==> config.mk <==
export PLATFORM = sky130hd
export DESIGN_NAME = network_association_control
export DESIGN_NICKNAME = d
export VERILOG_FILES = /design/src/design/net_join_pkg.sv /design/src/design/join_filter.sv /design/src/design/network_association_control.sv
export VERILOG_INCLUDE_DIRS = /design/src /design/src/design
export SDC_FILE = /design/constraint.sdc
export NUM_CORES = 1
export LEC_CHECK = 0
export ABC_AREA = 1
export ABC_CLOCK_PERIOD_IN_PS = 2830
export BUFFER_PORTS_ARGS = -buffer_cell sky130_fd_sc_hd__clkbuf_2
export CAP_MARGIN = 15
export CORE_ASPECT_RATIO = 0.75
export CORE_UTILIZATION = 55
export DETAILED_ROUTE_END_ITERATION = 12
export PLACE_DENSITY = 0.81
export SLEW_MARGIN = 30
export SYNTH_ARGS = -nofsm -noshare
export SYNTH_HDL_FRONTEND = slang
export SYNTH_SLANG_ARGS = --single-unit
==> constraint.sdc <==
create_clock -name mclk -period 2.83 [get_ports mclk]
set_input_delay 0.1415 -clock mclk [delete_from_list [all_inputs] [get_ports mclk]]
set_output_delay 0.1415 -clock mclk [all_outputs]
set_load 0.02 [all_outputs]
==> src/design/net_join_regs.svh <==
// Parameter selects, field positions, reset values, result codes and timing
`ifndef NET_JOIN_REGS_SVH
`define NET_JOIN_REGS_SVH

// ==========================================================
// Parameter selects
`define PAR_ED_OPTS 2'h0
`define PAR_CO_OPTS 2'h1
`define PAR_RESULT 2'h2

// ==========================================================
// Field positions
`define ED_ANY_NETID 0
`define ED_ANY_CHANNEL 1
`define ED_AUTO_JOIN 2
`define ED_POLL_ON_WAKE 3
`define CO_NETID_REASSIGN 0
`define CO_CHANNEL_REASSIGN 1
`define CO_JOIN_PERMIT 2

// ==========================================================
// Reset values and write limits
`define ED_OPTS_RESET 4'h0
`define CO_OPTS_RESET 3'h6
`define ED_OPTS_MAX 8'h0f
`define CO_OPTS_MAX 8'h07

// ==========================================================
// Result codes
`define RC_OK 8'h00
`define RC_ASCAN_TIMEOUT 8'h01
`define RC_NO_NETWORK 8'h02
`define RC_NOT_PERMITTED 8'h03
`define RC_BEACON_MISMATCH 8'h04
`define RC_NETID_MISMATCH 8'h05
`define RC_CHANNEL_MISMATCH 8'h06
`define RC_ESCAN_TIMEOUT 8'h07
`define RC_START_FAILED 8'h08
`define RC_START_BAD_PARAM 8'h09
`define RC_REALIGNING 8'h0a
`define RC_REQ_NOT_SENT 8'h0b
`define RC_REQ_LAST 8'h10
`define RC_SYNC_LOSS 8'h12
`define RC_DISASSOCIATED 8'h13
`define RC_BUSY 8'hff

// ==========================================================
// Timing
`define CLK_MHZ 200
`define RETRY_HOLD_US 1000
`define RETRY_HOLD_CYC ((`RETRY_HOLD_US) * (`CLK_MHZ))

`endif

==> src/design/net_join_pkg.sv <==
// Types shared by the association control logic
package net_join_pkg;

    // ==========================================================
    // Sequencer states
    typedef enum logic [2:0] {
        ST_IDLE = 3'h0,
        ST_ASCAN = 3'h1,
        ST_ESCAN = 3'h2,
        ST_ASSOC = 3'h3,
        ST_JOINED = 3'h4,
        ST_START = 3'h5,
        ST_COORD = 3'h6,
        ST_HOLD = 3'h7
    } state_t;

    // ==========================================================
    // Whole state of the control block
    typedef struct packed {
        state_t state;
        logic [3:0] edOpts;
        logic [2:0] coOpts;
        logic [7:0] code;
        logic [7:0] paramRdata;
        logic paramError;
        logic activeScanReq;
        logic energyScanReq;
        logic assocReq;
        logic startReq;
        logic pollReq;
        logic disassocReq;
        logic pollPending;
        logic joined;
        logic permit;
        logic cand;
        logic seen;
        logic [7:0] reject;
        logic [15:0] workNet;
        logic [4:0] workChan;
        logic [3:0] scanExp;
        logic [17:0] holdCnt;
    } ctrl_t;

endpackage

==> src/design/join_filter.sv <==
// Beacon acceptance check for an end device looking for a coordinator
`timescale 1ns/1ps
`default_nettype none
`include "net_join_regs.svh"

module join_filter (
    input wire logic [3:0] edOpts,       // End-device option bits
    input wire logic [15:0] ownNet,      // Own network identifier
    input wire logic [4:0] ownChan,      // Own channel setting
    input wire logic localBeacon,        // Own network is beacon-enabled
    input wire logic [15:0] beaconNet,   // Identifier of heard coordinator
    input wire logic [4:0] beaconChan,   // Channel of heard coordinator
    input wire logic beaconPermit,       // Coordinator permits joining
    input wire logic beaconMode,         // Coordinator sends beacons
    output logic [7:0] verdict           // Zero accepts, else reject code
);

    // First failing check wins, in code order
    always_comb begin
        if (!beaconPermit) begin
            verdict = `RC_NOT_PERMITTED;
        end else if (beaconMode != localBeacon) begin
            verdict = `RC_BEACON_MISMATCH;
        end else if (!edOpts[`ED_ANY_NETID] && beaconNet != ownNet) begin
            verdict = `RC_NETID_MISMATCH;
        end else if (!edOpts[`ED_ANY_CHANNEL] && beaconChan != ownChan) begin
            verdict = `RC_CHANNEL_MISMATCH;
        end else begin
            verdict = `RC_OK;
        end
    end

endmodule
`default_nettype wire

==> src/design/network_association_control.sv <==
// Association control and status for a low-rate wireless network node
`timescale 1ns/1ps
`default_nettype none
`include "net_join_regs.svh"

module network_association_control #(
    parameter int RETRY_HOLD_CYCLES = `RETRY_HOLD_CYC
) (
    input wire logic mclk,                 // 200 MHz clock
    input wire logic nrst,                 // Synchronous reset, low
    input wire logic paramWrite,           // Parameter write strobe
    input wire logic [1:0] paramAddr,      // Parameter select
    input wire logic [7:0] paramWdata,     // Parameter write value
    output logic [7:0] paramRdata,         // Selected parameter value
    output logic paramError,               // Write value out of range
    input wire logic commandMode,          // Host is in command mode
    input wire logic applyChanges,         // Settings applied, restart
    input wire logic forceLeave,           // Force-leave command
    input wire logic forcePoll,            // Force-poll command
    input wire logic roleCoord,            // Role: 0 end device, 1 coord
    input wire logic beaconEnabled,        // Network uses beacons
    input wire logic [15:0] networkId,     // Configured network id
    input wire logic [4:0] channelSetting, // Configured channel
    input wire logic [3:0] scanDurExp,     // Scan duration exponent
    input wire logic pinWake,              // Wake by pin, pulse
    output logic activeScanReq,            // Start active scan, pulse
    output logic energyScanReq,            // Start energy scan, pulse
    output logic [3:0] scanExponent,       // Exponent for the scan
    input wire logic scanDone,             // Scan finished, pulse
    input wire logic scanTimeout,          // Scan ended by timeout
    input wire logic beaconValid,          // Beacon heard, pulse
    input wire logic [15:0] beaconNet,     // Beacon network id
    input wire logic [4:0] beaconChan,     // Beacon channel
    input wire logic beaconPermit,         // Beacon permits joining
    input wire logic beaconMode,           // Beacon sender is beaconing
    input wire logic [4:0] quietChannel,   // Quietest channel of scan
    output logic assocReq,                 // Send join request, pulse
    output logic [15:0] targetNet,         // Network id in use
    output logic [4:0] targetChan,         // Channel in use
    input wire logic assocDone,            // Join answer, pulse
    input wire logic [7:0] assocStatus,    // 0 joined, else fault code
    output logic startReq,                 // Start coordinator, pulse
    input wire logic startDone,            // Start answer, pulse
    input wire logic [1:0] startStatus,    // 0 ok, 1 fail, 2 param, 3 realign
    input wire logic syncLoss,             // Beacon sync lost, pulse
    input wire logic linkLost,             // Association lost, pulse
    output logic pollReq,                  // Poll coordinator, pulse
    output logic disassocReq,              // Leave coordinator, pulse
    output logic joined,                   // End device is associated
    output logic permitJoin                // Coordinator accepts joins
);

    // ==========================================================
    // State
    net_join_pkg::ctrl_t s;
    net_join_pkg::ctrl_t next_s;
    logic [7:0] verdict;
    logic attemptAllowed;

    join_filter filter (
        .edOpts(s.edOpts),
        .ownNet(networkId),
        .ownChan(channelSetting),
        .localBeacon(beaconEnabled),
        .beaconNet(beaconNet),
        .beaconChan(beaconChan),
        .beaconPermit(beaconPermit),
        .beaconMode(beaconMode),
        .verdict(verdict)
    );

    // Beacon networks join regardless of the auto-join bit
    assign attemptAllowed = s.edOpts[`ED_AUTO_JOIN] || beaconEnabled;

    // ==========================================================
    // Next state
    always_comb begin
        next_s = s;
        next_s.paramError = 1'b0;
        next_s.activeScanReq = 1'b0;
        next_s.energyScanReq = 1'b0;
        next_s.assocReq = 1'b0;
        next_s.startReq = 1'b0;
        next_s.pollReq = 1'b0;
        next_s.disassocReq = 1'b0;

        // Parameter port; result code writes fall through untouched
        if (paramWrite) begin
            if (paramAddr == `PAR_ED_OPTS) begin
                if (paramWdata <= `ED_OPTS_MAX) begin
                    next_s.edOpts = paramWdata[3:0];
                end else begin
                    next_s.paramError = 1'b1;
                end
            end else if (paramAddr == `PAR_CO_OPTS) begin
                if (paramWdata <= `CO_OPTS_MAX) begin
                    next_s.coOpts = paramWdata[2:0];
                end else begin
                    next_s.paramError = 1'b1;
                end
            end
        end
        unique case (paramAddr)
            `PAR_ED_OPTS: next_s.paramRdata = {4'h0, s.edOpts};
            `PAR_CO_OPTS: next_s.paramRdata = {5'h0, s.coOpts};
            `PAR_RESULT: next_s.paramRdata = s.code;
            default: next_s.paramRdata = 8'h00;
        endcase

        // Polls are held back so no indirect data lands in command mode
        if (s.pollPending && !commandMode && s.state == net_join_pkg::ST_JOINED) begin
            next_s.pollReq = 1'b1;
            next_s.pollPending = 1'b0;
        end
        if (roleCoord) begin
            next_s.pollPending = 1'b0;
        end else if (forcePoll ||
                (pinWake && s.edOpts[`ED_POLL_ON_WAKE])) begin
            next_s.pollPending = 1'b1;
        end

        next_s.permit = roleCoord && s.state == net_join_pkg::ST_COORD &&
            s.coOpts[`CO_JOIN_PERMIT];

        unique case (s.state)
            net_join_pkg::ST_IDLE: begin
                next_s.cand = 1'b0;
                next_s.seen = 1'b0;
                next_s.joined = 1'b0;
                next_s.workNet = networkId;
                next_s.workChan = channelSetting;
                next_s.scanExp = scanDurExp;
                if (roleCoord) begin
                    next_s.code = `RC_BUSY;
                    if (s.coOpts[`CO_NETID_REASSIGN]) begin
                        next_s.state = net_join_pkg::ST_ASCAN;
                        next_s.activeScanReq = 1'b1;
                    end else if (s.coOpts[`CO_CHANNEL_REASSIGN]) begin
                        next_s.state = net_join_pkg::ST_ESCAN;
                        next_s.energyScanReq = 1'b1;
                    end else begin
                        next_s.state = net_join_pkg::ST_START;
                        next_s.startReq = 1'b1;
                    end
                end else if (attemptAllowed) begin
                    next_s.code = `RC_BUSY;
                    next_s.state = net_join_pkg::ST_ASCAN;
                    next_s.activeScanReq = 1'b1;
                end
            end
            net_join_pkg::ST_ASCAN: begin
                if (beaconValid) begin
                    if (roleCoord) begin
                        if (beaconNet == s.workNet) begin
                            next_s.workNet = 16'(s.workNet + 16'h1);
                        end
                    end else if (!s.cand) begin
                        if (verdict == `RC_OK) begin
                            next_s.cand = 1'b1;
                            next_s.workNet = beaconNet;
                            next_s.workChan = beaconChan;
                        end else begin
                            next_s.seen = 1'b1;
                            next_s.reject = verdict;
                        end
                    end
                end
                if (scanDone) begin
                    if (scanTimeout) begin
                        next_s.code = `RC_ASCAN_TIMEOUT;
                        next_s.state = net_join_pkg::ST_HOLD;
                    end else if (roleCoord) begin
                        if (s.coOpts[`CO_CHANNEL_REASSIGN]) begin
                            next_s.state = net_join_pkg::ST_ESCAN;
                            next_s.energyScanReq = 1'b1;
                        end else begin
                            next_s.state = net_join_pkg::ST_START;
                            next_s.startReq = 1'b1;
                        end
                    end else if (s.cand) begin
                        next_s.state = net_join_pkg::ST_ASSOC;
                        next_s.assocReq = 1'b1;
                    end else begin
                        next_s.code = s.seen ? s.reject : `RC_NO_NETWORK;
                        next_s.state = net_join_pkg::ST_HOLD;
                    end
                end
            end
            net_join_pkg::ST_ESCAN: begin
                if (scanDone) begin
                    if (scanTimeout) begin
                        next_s.code = `RC_ESCAN_TIMEOUT;
                        next_s.state = net_join_pkg::ST_HOLD;
                    end else begin
                        next_s.workChan = quietChannel;
                        next_s.state = net_join_pkg::ST_START;
                        next_s.startReq = 1'b1;
                    end
                end
            end
            net_join_pkg::ST_START: begin
                if (startDone) begin
                    if (startStatus == 2'h0) begin
                        next_s.code = `RC_OK;
                        next_s.state = net_join_pkg::ST_COORD;
                    end else begin
                        // Status 1..3 maps onto 0x08..0x0a
                        next_s.code = 8'(`RC_START_FAILED +
                            {6'h0, startStatus} - 8'h01);
                        next_s.state = net_join_pkg::ST_HOLD;
                    end
                end
            end
            net_join_pkg::ST_COORD: begin
                next_s.state = net_join_pkg::ST_COORD;
            end
            net_join_pkg::ST_ASSOC: begin
                if (assocDone) begin
                    if (assocStatus == `RC_OK) begin
                        next_s.code = `RC_OK;
                        next_s.joined = 1'b1;
                        next_s.state = net_join_pkg::ST_JOINED;
                    end else begin
                        // Unknown faults are reported as not sent
                        if (assocStatus >= `RC_REQ_NOT_SENT &&
                                assocStatus <= `RC_REQ_LAST) begin
                            next_s.code = assocStatus;
                        end else begin
                            next_s.code = `RC_REQ_NOT_SENT;
                        end
                        next_s.state = net_join_pkg::ST_HOLD;
                    end
                end
            end
            net_join_pkg::ST_JOINED: begin
                if (forceLeave) begin
                    next_s.disassocReq = 1'b1;
                    next_s.joined = 1'b0;
                    next_s.state = net_join_pkg::ST_IDLE;
                end else if (syncLoss) begin
                    next_s.code = `RC_SYNC_LOSS;
                    next_s.joined = 1'b0;
                    next_s.state = net_join_pkg::ST_HOLD;
                end else if (linkLost) begin
                    next_s.code = `RC_DISASSOCIATED;
                    next_s.joined = 1'b0;
                    next_s.state = net_join_pkg::ST_HOLD;
                end
            end
            net_join_pkg::ST_HOLD: begin
                // Pause between attempts keeps the failure code readable
                if (s.holdCnt == 18'h0 || forceLeave) begin
                    next_s.state = net_join_pkg::ST_IDLE;
                end else begin
                    next_s.holdCnt = 18'(s.holdCnt - 18'h1);
                end
            end
        endcase
        if (s.state != net_join_pkg::ST_HOLD) begin
            next_s.holdCnt = 18'(RETRY_HOLD_CYCLES - 1);
        end

        // New settings restart the whole join sequence
        if (applyChanges) begin
            next_s.state = net_join_pkg::ST_IDLE;
            next_s.joined = 1'b0;
            next_s.permit = 1'b0;
        end
    end

    // ==========================================================
    // Register
    always_ff @(posedge mclk) begin
        if (!nrst) begin
            s <= '0;
            s.state <= net_join_pkg::ST_IDLE;
            s.edOpts <= `ED_OPTS_RESET;
            s.coOpts <= `CO_OPTS_RESET;
            s.code <= `RC_BUSY;
        end else begin
            s <= next_s;
        end
    end

    assign paramRdata = s.paramRdata;
    assign paramError = s.paramError;
    assign activeScanReq = s.activeScanReq;
    assign energyScanReq = s.energyScanReq;
    assign scanExponent = s.scanExp;
    assign assocReq = s.assocReq;
    assign targetNet = s.workNet;
    assign targetChan = s.workChan;
    assign startReq = s.startReq;
    assign pollReq = s.pollReq;
    assign disassocReq = s.disassocReq;
    assign joined = s.joined;
    assign permitJoin = s.permit;
endmodule
`default_nettype wire

-- After elaboration in Yosys (flattened, before gate mapping)
Cells that the tools add are included.
- register bits after elaboration: 89
- input bits: 90
- output and inout port bits: 42
- add/sub/neg operators: 4
- magnitude comparators: 4
- equality and inequality tests: 37
- multiplexer cells: 92
- bitwise gates (word level): 8
- reduce and logical (&&, ||, !) cells: 45
- operators by type and width (kind ; number):
    $mux W8 ; 20
    $mux W31 ; 2
    $mux W18 ; 3
    $mux W3 ; 18
    $pmux W8 S6 ; 1
    $mux W16 ; 2
    $pmux W16 S2 ; 1
    $mux W1 ; 30
    $ne A2 B2 Y1 const B ; 14
    $ne A3 B3 Y1 const B ; 8
    $pmux W3 S8 ; 1
    $pmux W8 S3 ; 1
    $mux W21 ; 1
    $logic_not A18 Y1 ; 1
    $sub A18 B1 Y18 const B ; 1
    $add A16 B1 Y16 const B ; 1
    $eq A16 B16 Y1 ; 1
    $logic_not A8 Y1 ; 2
    $ne A16 B16 Y1 ; 1
    $mux W5 ; 3
    $pmux W5 S3 ; 1
    $reduce_and A5 Y1 ; 3
    $reduce_and A7 Y1 ; 2
    $eq A3 B3 Y1 const B ; 4
    other kinds (35) ; 68

-- Logic depth before layout (Yosys ltp)
Gate-level depths: netlist of the first run.
- depth after elaboration: 12
- depth in mapped cells: 15
- gate-level depth less buffers: 14

-- Modules after synthesis
From an unflattened synthesis of the first run, not the netlist that was laid out.
- cell total of the unflattened synthesis: 1102
- area, all modules: 6313.6 um^2
- by module, submodules not included (module ; times used ; cells each ; area an instance (um^2) ; sequential area each (um^2)):
    network_association_control ; 1 ; 974 ; 5795.6 ; 1781.7
    join_filter ; 1 ; 128 ; 518.0 ; 0.0

-- Least setup slack after synthesis of the first run
Ideal clock, no wire load.
- path kind: reg-to-reg
- start point: reg s (netlist bit targetNet[0])
- end point: reg s (netlist bit targetNet[12])
- setup time: 113 ps
- data arrival time: 1561 ps
- data required time: 2717 ps
- setup slack: 1156 ps
- stages on the path, launching flop included: 13
- clock period less this slack: 1674 ps
- cells stage by stage: dfxtp_1 -> ha_1 -> nand2_1 -> inv_1 -> nand3_1 -> nor2_1 -> nand2_1 -> o21ai_0 -> nand3_1 -> nand2_1 -> o21ai_0 -> nor2_1 -> nor2_1
- cells in the longest elaborated chain, start to end: 5
- elaborated cells between the ends (all ways): 8
- RTL lines (what ; RTL line ; text):
    from (decl) ; network_association_control.sv:55 ; net_join_pkg::ctrl_t s;
    from (signal assigned) ; network_association_control.sv:281 ; s <= next_s;
    $add A16 B1 Y16 ; network_association_control.sv:155 ; next_s.workNet = 16'(s.workNet + 16'h1);
    $mux W16 ; network_association_control.sv:154 ; if (beaconNet == s.workNet) begin
    $mux W16 ; network_association_control.sv:153 ; if (roleCoord) begin
    $mux W31 ; network_association_control.sv:152 ; if (beaconValid) begin
    $pmux W16 S2 ; network_association_control.sv:125 ; unique case (s.state)
Parallel ways exist; a longest one is shown, timed or not. The select of a mux whose other input is x is not followed.
A chain may end at the register's enable or synchronous reset.

-- Final worst setup path of the first run
- start point: reg s[86] (netlist name)
- end point: reg s[76] (netlist name)
- cells in the longest elaborated chain, start to end: 3
- elaborated cells between the ends (all ways): 19
- RTL lines (what ; RTL line):
    $eq A3 B3 Y1, or another cell as far along ; network_association_control.sv:125
    $reduce_bool A6 Y1 (no source line), or another cell as far along ; --
    $reduce_and A11 Y1 (no source line) ; --
Parallel ways exist; a longest one is shown, timed or not.

==> results of run 1 <==
==> power by group through the flow <==
stage	sequential, W	clock [W]	combinational, W
CTS	0.00148	0.00120	0.00113
finish	0.00149	0.00118	0.00114
detailed placement	0.00151	0	0.00112
global route	0.00151	0.00126	0.00127
floorplan	0.00146	0	0.000949
global placement	0.00151	0	0.00111
==> state kept, by name, indices dropped and copies added (netlist names) <==
register and flops:
pollReq 1, disassocReq 1, startReq 1, paramError 1, activeScanReq 1, joined 1, targetChan 5, assocReq 1
scanExponent 4, s 42, paramRdata 8, energyScanReq 1, targetNet 16, permitJoin 1
==> layout make-up <==
cell class	instances	area share, %
Multi-Input combinational cell	645	47.65
Inverter	134	7.815
Sequential cell	84	26.13
Clock inverter	5	0.9720
Timing Repair Buffer	139	11.16
Clock buffer	10	3.713
Tap cell	132	2.566
==> routing by layer <==
layer / up-vias / track usage, % / wire (um)
met5: - / 0 / 0
met4: 0 / 7.595 / 210
met3: 19 / 6.503 / 1356
met2: 283 / 45.24 / 6292
met1: 2632 / 40.46 / 7289
li1: 3121 / - / -
==> worst max-delay path by stage <==
stage | start | endpoint | slack, ns | cells after the start
finish | s[86] | s[76] | 0.54 | 11
detailed placement | s[86] | s[77] | 0.62 | 11
floorplan | targetNet[0] | targetNet[12] | 1.16 | 12
global route | s[0] | s[9] | 0.32 | 10
global placement | s[86] | s[78] | 0.70 | 11
CTS | s[86] | targetNet[14] | 0.60 | 13
==> per-stage QoR <==
stage	hold WS (ns)	power (W)	setup slack, ns	area [um2]	utilization, %
floorplan	0.2174	0.002405	1.156	5638	-
global placement	0.3412	0.002614	0.7001	6125	62.41
detailed placement	0.3396	0.002629	0.6247	6125	62.41
CTS	0.01905	0.003816	0.6030	6436	65.59
global route	0.02820	0.004032	0.3218	6436	65.59
finish	0.02369	0.003816	0.5446	6436	65.59
==> cell usage in the layout (no fill, tap or decap), types with 11 or more instances in the layout <==
cell and instances:
nand3_1 58, o21ai_0 65, a21oi_1 62, clkbuf_2 131, xnor2_1 11, dfxtp_1 84
nand4_1 13, nor2_1 130, nand2_1 202, a22oi_1 11, inv_1 125, nor3_1 29
==> cell families (layout without fill, tap and decap cells) <==
| group | count (synthesis) | count (layout) | synth area share [%] |
|---|---|---|---|
| AOI/OAI and AO/OA | 166 | 166 | 16.40 |
| xor gates and xnor gates | 16 | 16 | 2.485 |
| and+or+nand+nor | 461 | 461 | 35.06 |
| buffers and inverters | 193 | 288 | 15.78 |
| DFF | 84 | 84 | 29.83 |
| adders and majority gates | 2 | 2 | 0.4438 |
==> worst max-delay path, delay by kind of cell, from the launching register on <==
kind            cells  cell delay [ns]
flops               1             0.50
compound gates      3             0.48
simple gates        5             0.59
buf+inv             3             0.58
==> what timing repair did <==
| action | 4_1_cts | 5_1_grt |
|---|---|---|
| hold buffers | 1 | 0 |
| endpoints found under the hold margin | 1 | 0 |
| setup endpoints to repair | 0 | 0 |
| setup buffers | 0 | 0 |
==> results.cfg, run 1 <==
[clock_tree]
ctsHtreeMaxLevel = 3
clk_pin_slew_ns = 0.06
cts_buffer_depth = 2
cts_root_buf = clkbuf_16
cts_buffers = 9
cts_tree = yes
cts_resized = 0
clock_sinks = 84
clkLatencyLatePin_ns = 0.35

[logic_synthesis]
ys_seq_area_share_pct = 29.83
synth-async-reset-ratio_pct = 0
synth_edf_count = 0
synth.area.top_cells = dfxtp_1, nand2_1, nor2_1, inv_1, o21ai_0
synth.distinct_cells = 43
yosysTopAreaCell = dfxtp_1
synth_fp_nets = 1014
synth_area_mm2 = 0.005638
synth_top_cells_by_count = nand2_1, nor2_1, inv_1
syn_area_per_cell_um2 = 6.115
synth_top_area_share_pct = 29.83
synthesis.instances = 922
synth_most_common_cell = nand2_1
ys_ff_latch = 84
synthFlopType = dfxtp_1
yosys_warnings = 0

[layout]
area_growth_pct = 14.16
fin_nets = 1105
fillCellCount = 956
multi_input_area_mm2 = 0.003067
regArea_mm2 = 0.001682
antenna_cells = 0
fin_cells = 1149
final_layout_size_suffix_gt1_share_pct = 17.60

[setup_path]
cpMostUsedCell = inv_2
crit_chain = inv_2 > nor2_2 > nand2_2 > inv_1 > nand2_1 > a21oi_1 > nor2_1 > nand2_4 > inv_2 > a21oi_2 > o21ai_0
critical_path.max_stage_delay_ns = 0.50
crit_type = flop to flop
crit_fanout = 13
reg2reg_depth = 11
end_kind = flop
r2r_end = s[76]
r2r_start = s[86]
critPathRequiredTime_ns = 3.05
worst_ep_arrival_time_ns = 2.50
worstSetupStartpointType = flop
rrSetupSlack_ns = 0.54
cp_slowest_cell = dfxtp_1

[timing]
fmax_ghz = 0.4376
fin_skew_ns = 0.007906
hold_violations = 0
rsz0062_at_grt = no
final.setup.tns_ns = 0
final_max_slew_viol_count = 0
slew_headroom_pct = 62.56
worst_slew_pin_slew_ns = 0.5608
finalSetupViolCount = 0
fin_crit_sh_pct = 80.76
period_minus_slack_ns = 2.285

[pwr]
p_clk_share_pct = 31.0
switching_share_pct = 35.89
power_frac_comb_pct = 30.0
intPower_w = 0.002446
p_leak_nw = 3.274
powerDensity_mw_per_mm2 = 592.9
p_seq_share_pct = 39.0
irDropWorstVdd_mv = 0.3916
power.switching_w = 0.001369

[worst_hold_path]
hold_depth = 3
hold_class = input port to flop
min_from = paramWdata[0]
whs_endpoint = s[79]

[route]
drtPass1Iterations = 5
drt-initial-drc-count = 600
num_vias = 6055
viasPerCell = 5.270
postRouteAntennaNets = 0
drc = 0
wire_per_inst_um = 13.18
wirelength_um = 15150

[die]
initial_core_util_pct = 57.45
die_w_um = 118.9
coreArea_mm2 = 0.009813
dieArea_mm2 = 0.01066
die_y_um = 89.68
io_pins = 132
rows = 31

[flow_run]
max_cap_viol_count = 0

[placement]
routabilityCongestion = 0.9251
dp_cells = 1133
dp_hpwl_um = 11550
portBuffers = 131

[global_route]
grt_pass1_wl_um = 24350
first_global_vias = 5142
grt-ovfl-total = 0
grt_usage_pct = 28.93
antenna_found_initial = 0
grt_max_degree = 45

[outcome]
status = finished clean
Note: power is estimated with default switching activity, not from simulation.
==> run 2, diff against run 1 <==
- ABC_CLOCK_PERIOD_IN_PS: 2830 -> 2000
- CORE_UTILIZATION: 55 -> 50
- PLACE_DENSITY: 0.81 -> 0.78
- clock period: 2.83 -> 2 ns (I/O delays scaled with it)
==> run 2 against run 1 <==
Clock power is 38% higher. Count of clock-buffer cells in the layout is 2 higher. Routed wire length is 4.4% higher. Power is 43% higher. Utilization is 4.6 points lower. Critical path depth is 1 higher. Largest power group unchanged. Highest routed layer unchanged.
==> results.cfg, run 2 (same netlist as run 1, synthesis figures left out) <==
[setup_path]
worstSetupStartpointType = flop
r2r_start = s[0]
critPathRequiredTime_ns = 2.23
worst_ep_arrival_time_ns = 2.19
end_kind = flop
crit_type = flop to flop
crit_fanout = 5
worstSetupStartpoint = s[0]
reg2reg_depth = 12

[die]
die_w_um = 124.6
io_pins = 132
initial_core_util_pct = 51.53
dieArea_mm2 = 0.01171
rows = 33
die_y_um = 93.96
coreArea_mm2 = 0.01094

[route]
wire_per_inst_um = 13.36
num_vias = 6168
drtPass1Iterations = 5
viasPerCell = 5.209
drc = 0
wirelength_um = 15820
drt-initial-drc-count = 432
postRouteAntennaNets = 0

[global_route]
first_global_vias = 5314
grt-ovfl-total = 0
grt_pass1_wl_um = 25420
grt_usage_pct = 26.87
antenna_found_initial = 0
grt_max_degree = 45

[placement]
dp_hpwl_um = 11990
portBuffers = 131
place_area_mm2 = 0.006285
dp_cells = 1161
routabilityCongestion = 0.9103

[layout]
largest_reg_flops = 42
fin_nets = 1131
antenna_cells = 0
area_growth_pct = 18.42
final_layout_size_suffix_gt1_share_pct = 20.59
final_util_pct = 61.02
mostFrequentLayoutCells = nand2_1, clkbuf_2, nor2_1, inv_1, dfxtp_1
largest-register = s
fin_cells = 1184
finalInstanceArea_mm2 = 0.006676
final_common_cell = nand2_1

[timing]
rsz0062_at_grt = yes
slew_headroom_pct = 63.00
fin_skew_ns = 0.004816
period_minus_slack_ns = 1.959
hold_violations = 0
final_max_slew_viol_count = 0
worst_slew_pin_slew_ns = 0.5507
finalSetupViolCount = 0
fmax_ghz = 0.5104
final.setup.tns_ns = 0
fin_crit_sh_pct = 97.95

[clock_tree]
cts_buffer_depth = 2
cts_buffers = 9
cts_root_buf = clkbuf_16
clock_sinks = 84
ctsHtreeMaxLevel = 3
clk_pin_slew_ns = 0.06
clkLatencyLatePin_ns = 0.34
cts_tree = yes

[outcome]
status = finished clean

[pwr]
powerDensity_mw_per_mm2 = 820.0
p_leak_nw = 3.398
irDropWorstVdd_mv = 0.4354

[worst_hold_path]
hold_class = input port to flop
hold_depth = 3
min_from = paramWrite

[flow_run]
max_cap_viol_count = 0
## run 2: changes by cell type in the layout (fill, tap and decap cells not counted), sizes merged
cell	previous run	this run
dlygate4sd3	1	2
buf	7	32
inv	134	133
clkinvlp	2	3
clkbuf	141	143
clkinv	2	1
## run 2: area by class of cell
cell class,instances,area (um2)
Multi-Input combinational cell,645,3102
Inverter,134,506.7
Sequential cell,84,1687
Clock buffer,12,236.5
Timing Repair Buffer,165,919.6
Fill cell,1085,4265
Clock inverter,4,50.05
Tap cell,140,175.2
## run 2: worst max-delay path: stages, from the launching register on
cell	delay [ns]
dfxtp_1	0.34
inv_1	0.07
ha_2	0.22
inv_1	0.07
nor2_2	0.13
nand4_1	0.17
nand2_2	0.18
clkinvlp_4	0.18
buf_4	0.18
nand3b_1	0.10
nor2_1	0.05
o21ai_1	0.12
inv_1	0.05
## run 2: repair_timing
| action | 4_1_cts | 5_1_grt |
|---|---|---|
| pin swaps | 0 | 3 |
| endpoints found under the setup margin | 1 | 38 |
| hold buffers | 2 | 0 |
| gates resized for setup | 1 | 19 |
| hold endpoints to repair | 2 | 0 |
| buffers inserted | 0 | 5 |
## run 2: per-layer routing
metal | global-route usage, % | part of all wire (%)
met1 | 39.85 | 51
met2 | 39.55 | 40
met3 | 5.125 | 7.6
met4 | 6.325 | 1.2
met5 | 0 | 0
## run 2: worst paths after layout
kind / to / slack [ns]
max: s[17] / 0.04
min: paramError / 0.01
max reg2reg: s[17] / 0.04
min reg2reg: paramRdata[4] / 0.45
## run 2: power by group
| part | internal (W) | total, W | switching [W] |
|---|---|---|---|
| clock | 0.000967 | 0.00163 | 0.000664 |
| sequential | 0.00188 | 0.00207 | 0.000186 |
| combinational | 0.000678 | 0.00178 | 0.00110 |
| total | 0.00353 | 0.00547 | 0.00195 |
## run 2: through the flow
stage	power (W)	hold WS [ns]	setup WS, ns
2_1_floorplan	0.003403	0.1759	0.3258
3_5_place_dp	0.003808	0.2849	0.003308
6_report	0.005475	0.01084	0.04094
5_1_grt	0.005793	0.009009	-0.1121
3_3_place_gp	0.003787	0.2871	0.04676
4_1_cts	0.005442	0.001492	0.04668
==> run 3, diff against run 2 <==
- ABC_CLOCK_PERIOD_IN_PS: 2000 -> 1800
- clock period: 2 -> 1.8 ns (I/O delays scaled with it)
==> run 3 against run 2 <==
Register-to-register slack hardly changed. Setup slack hardly changed. Cell count is 2.2% higher. Die area stayed put. Non-clock buffer count is 26 higher. Count of clock-buffer cells in the layout is 2 lower. Sequential power is 12% higher. Global-route usage is 0.99 points higher. Highest routed layer unchanged.
==> results.cfg, run 3 (same netlist as run 1, synthesis figures left out) <==
[pwr]
powerDensity_mw_per_mm2 = 891.2
irDropWorstVdd_mv = 0.5003
p_leak_nw = 3.573

[timing]
rsz0062_at_grt = yes
slew_headroom_pct = 59.89
finalSetupViolCount = 0
period_minus_slack_ns = 1.759
worst_slew_pin_slew_ns = 0.5970
fin_crit_sh_pct = 97.75
final_max_slew_viol_count = 0
holdWs_ns = 0.01624
fmax_ghz = 0.5684
hold_violations = 0
worst_slack_ns = 0.04053
fin_skew_ns = 0.007664

[die]
io_pins = 132
dieArea_mm2 = 0.01171
die_y_um = 93.96
rows = 33
coreArea_mm2 = 0.01094
die_w_um = 124.6
initial_core_util_pct = 51.53

[setup_path]
cpMostUsedCell = nand2_1
critical_path.max_stage_delay_ns = 0.37
crit_chain = inv_2 > nand2_1 > nand2_1 > nor3_2 > nand2_1 > nor2_2 > nand2_2 > a21oi_4 > buf_6 > nand3_1 > nand2_1 > nor2_1
end_kind = flop
crit_fanout = 8
reg2reg_depth = 12
worst_ep_arrival_time_ns = 1.99
critPathRequiredTime_ns = 2.03
crit_type = flop to flop
rrSetupSlack_ns = 0.04
cp_slowest_cell = dfxtp_4
worstSetupStartpointType = flop

[placement]
place_area_mm2 = 0.006452
routabilityCongestion = 0.9361
portBuffers = 131
dp_worst_setup_slack_ns = -0.02742
dp_hpwl_um = 12280

[route]
wire_per_inst_um = 13.45
drt-initial-drc-count = 502
num_vias = 6347
postRouteAntennaNets = 0
drc = 0
wirelength_um = 16270
drtPass1Iterations = 5
viasPerCell = 5.245

[worst_hold_path]
hold_class = input port to flop
hold_depth = 3

[global_route]
grt_usage_pct = 27.85
grt_pass1_wl_um = 26220
first_global_vias = 5474
grt-ovfl-total = 0
antenna_found_initial = 0
grt_max_degree = 40

[outcome]
status = finished clean

[layout]
area_growth_pct = 25.01
fillCellCount = 1028
multi_input_area_mm2 = 0.003198
mostFrequentLayoutCells = nand2_1, clkbuf_2, inv_1, nor2_1, dfxtp_1
final_common_cell = nand2_1
largest_reg_flops = 42
regArea_mm2 = 0.001718
fin_nets = 1157
antenna_cells = 0
final_util_pct = 64.41
largest-register = s
final_layout_size_suffix_gt1_share_pct = 26.07
finalInstanceArea_mm2 = 0.007048

[clock_tree]
cts_tree = yes
clk_pin_slew_ns = 0.07
ctsHtreeMaxLevel = 3
cts_buffers = 9
clock_sinks = 84
clkLatencyLatePin_ns = 0.34
cts_buffer_depth = 2
cts_root_buf = clkbuf_16

[flow_run]
max_cap_viol_count = 0
-- run 3: where the power goes --
group,internal [W],total (W),switching (W)
registers,0.00211,0.00232,0.000212
clock network,0.000982,0.00177,0.000791
logic,0.000888,0.00219,0.00130
-- run 3: worst paths after layout --
| kind | startpoint | end |
|---|---|---|
| worst min-delay path | scanDurExp[2] | scanExponent[2] |
| worst max-delay path | targetNet[10] | targetNet[11] |
| worst min register to register | s[78] | paramRdata[7] |
| worst max register to register | targetNet[10] | targetNet[11] |
-- run 3: final cells by class --
| type | instances | area share (%) |
|---|---|---|
| Clock buffer | 10 | 3.391 |
| Clock inverter | 6 | 0.6568 |
| Inverter | 134 | 7.172 |
| Multi-Input combinational cell | 645 | 45.38 |
| Sequential cell | 84 | 24.37 |
| Tap cell | 140 | 2.485 |
| Timing Repair Buffer | 191 | 16.55 |
-- run 3: layer usage --
| layer | track usage [%] | up-vias | share of wire, % |
|---|---|---|---|
| li1 | - | 3222 | - |
| met1 | 41.47 | 2846 | 50 |
| met2 | 40.56 | 261 | 41 |
| met3 | 5.239 | 18 | 8.0 |
| met4 | 7.229 | 0 | 1.3 |
| met5 | 0 | - | 0 |
-- run 3: what timing repair did --
item | CTS | global route
hold endpoints to repair | 8 | 0
resized for setup | 2 | 74
setup buffers | 0 | 4
gates cloned | 0 | 2
pin swaps | 1 | 6
hold buffers | 8 | 0
setup endpoints to repair | 16 | 44
-- run 3: stage by stage --
stage	power (W)	std cells	setup TNS, ns
finish	0.006281	1210	0
global route	0.006658	1210	-0.1913
CTS	0.006120	1204	0
detailed placement	0.004324	1180	-0.2312
global placement	0.004291	1180	0
floorplan	0.003781	922	0
-- run 3: worst max-delay path, delay by kind of cell, from the launching register on --
| kind | cells | cell delay (ns) |
|---|---|---|
| buffers and inverters | 2 | 0.25 |
| flip-flops | 1 | 0.37 |
| AO/OA/AOI/OAI | 1 | 0.28 |
| AND/OR/NAND/NOR | 9 | 0.73 |
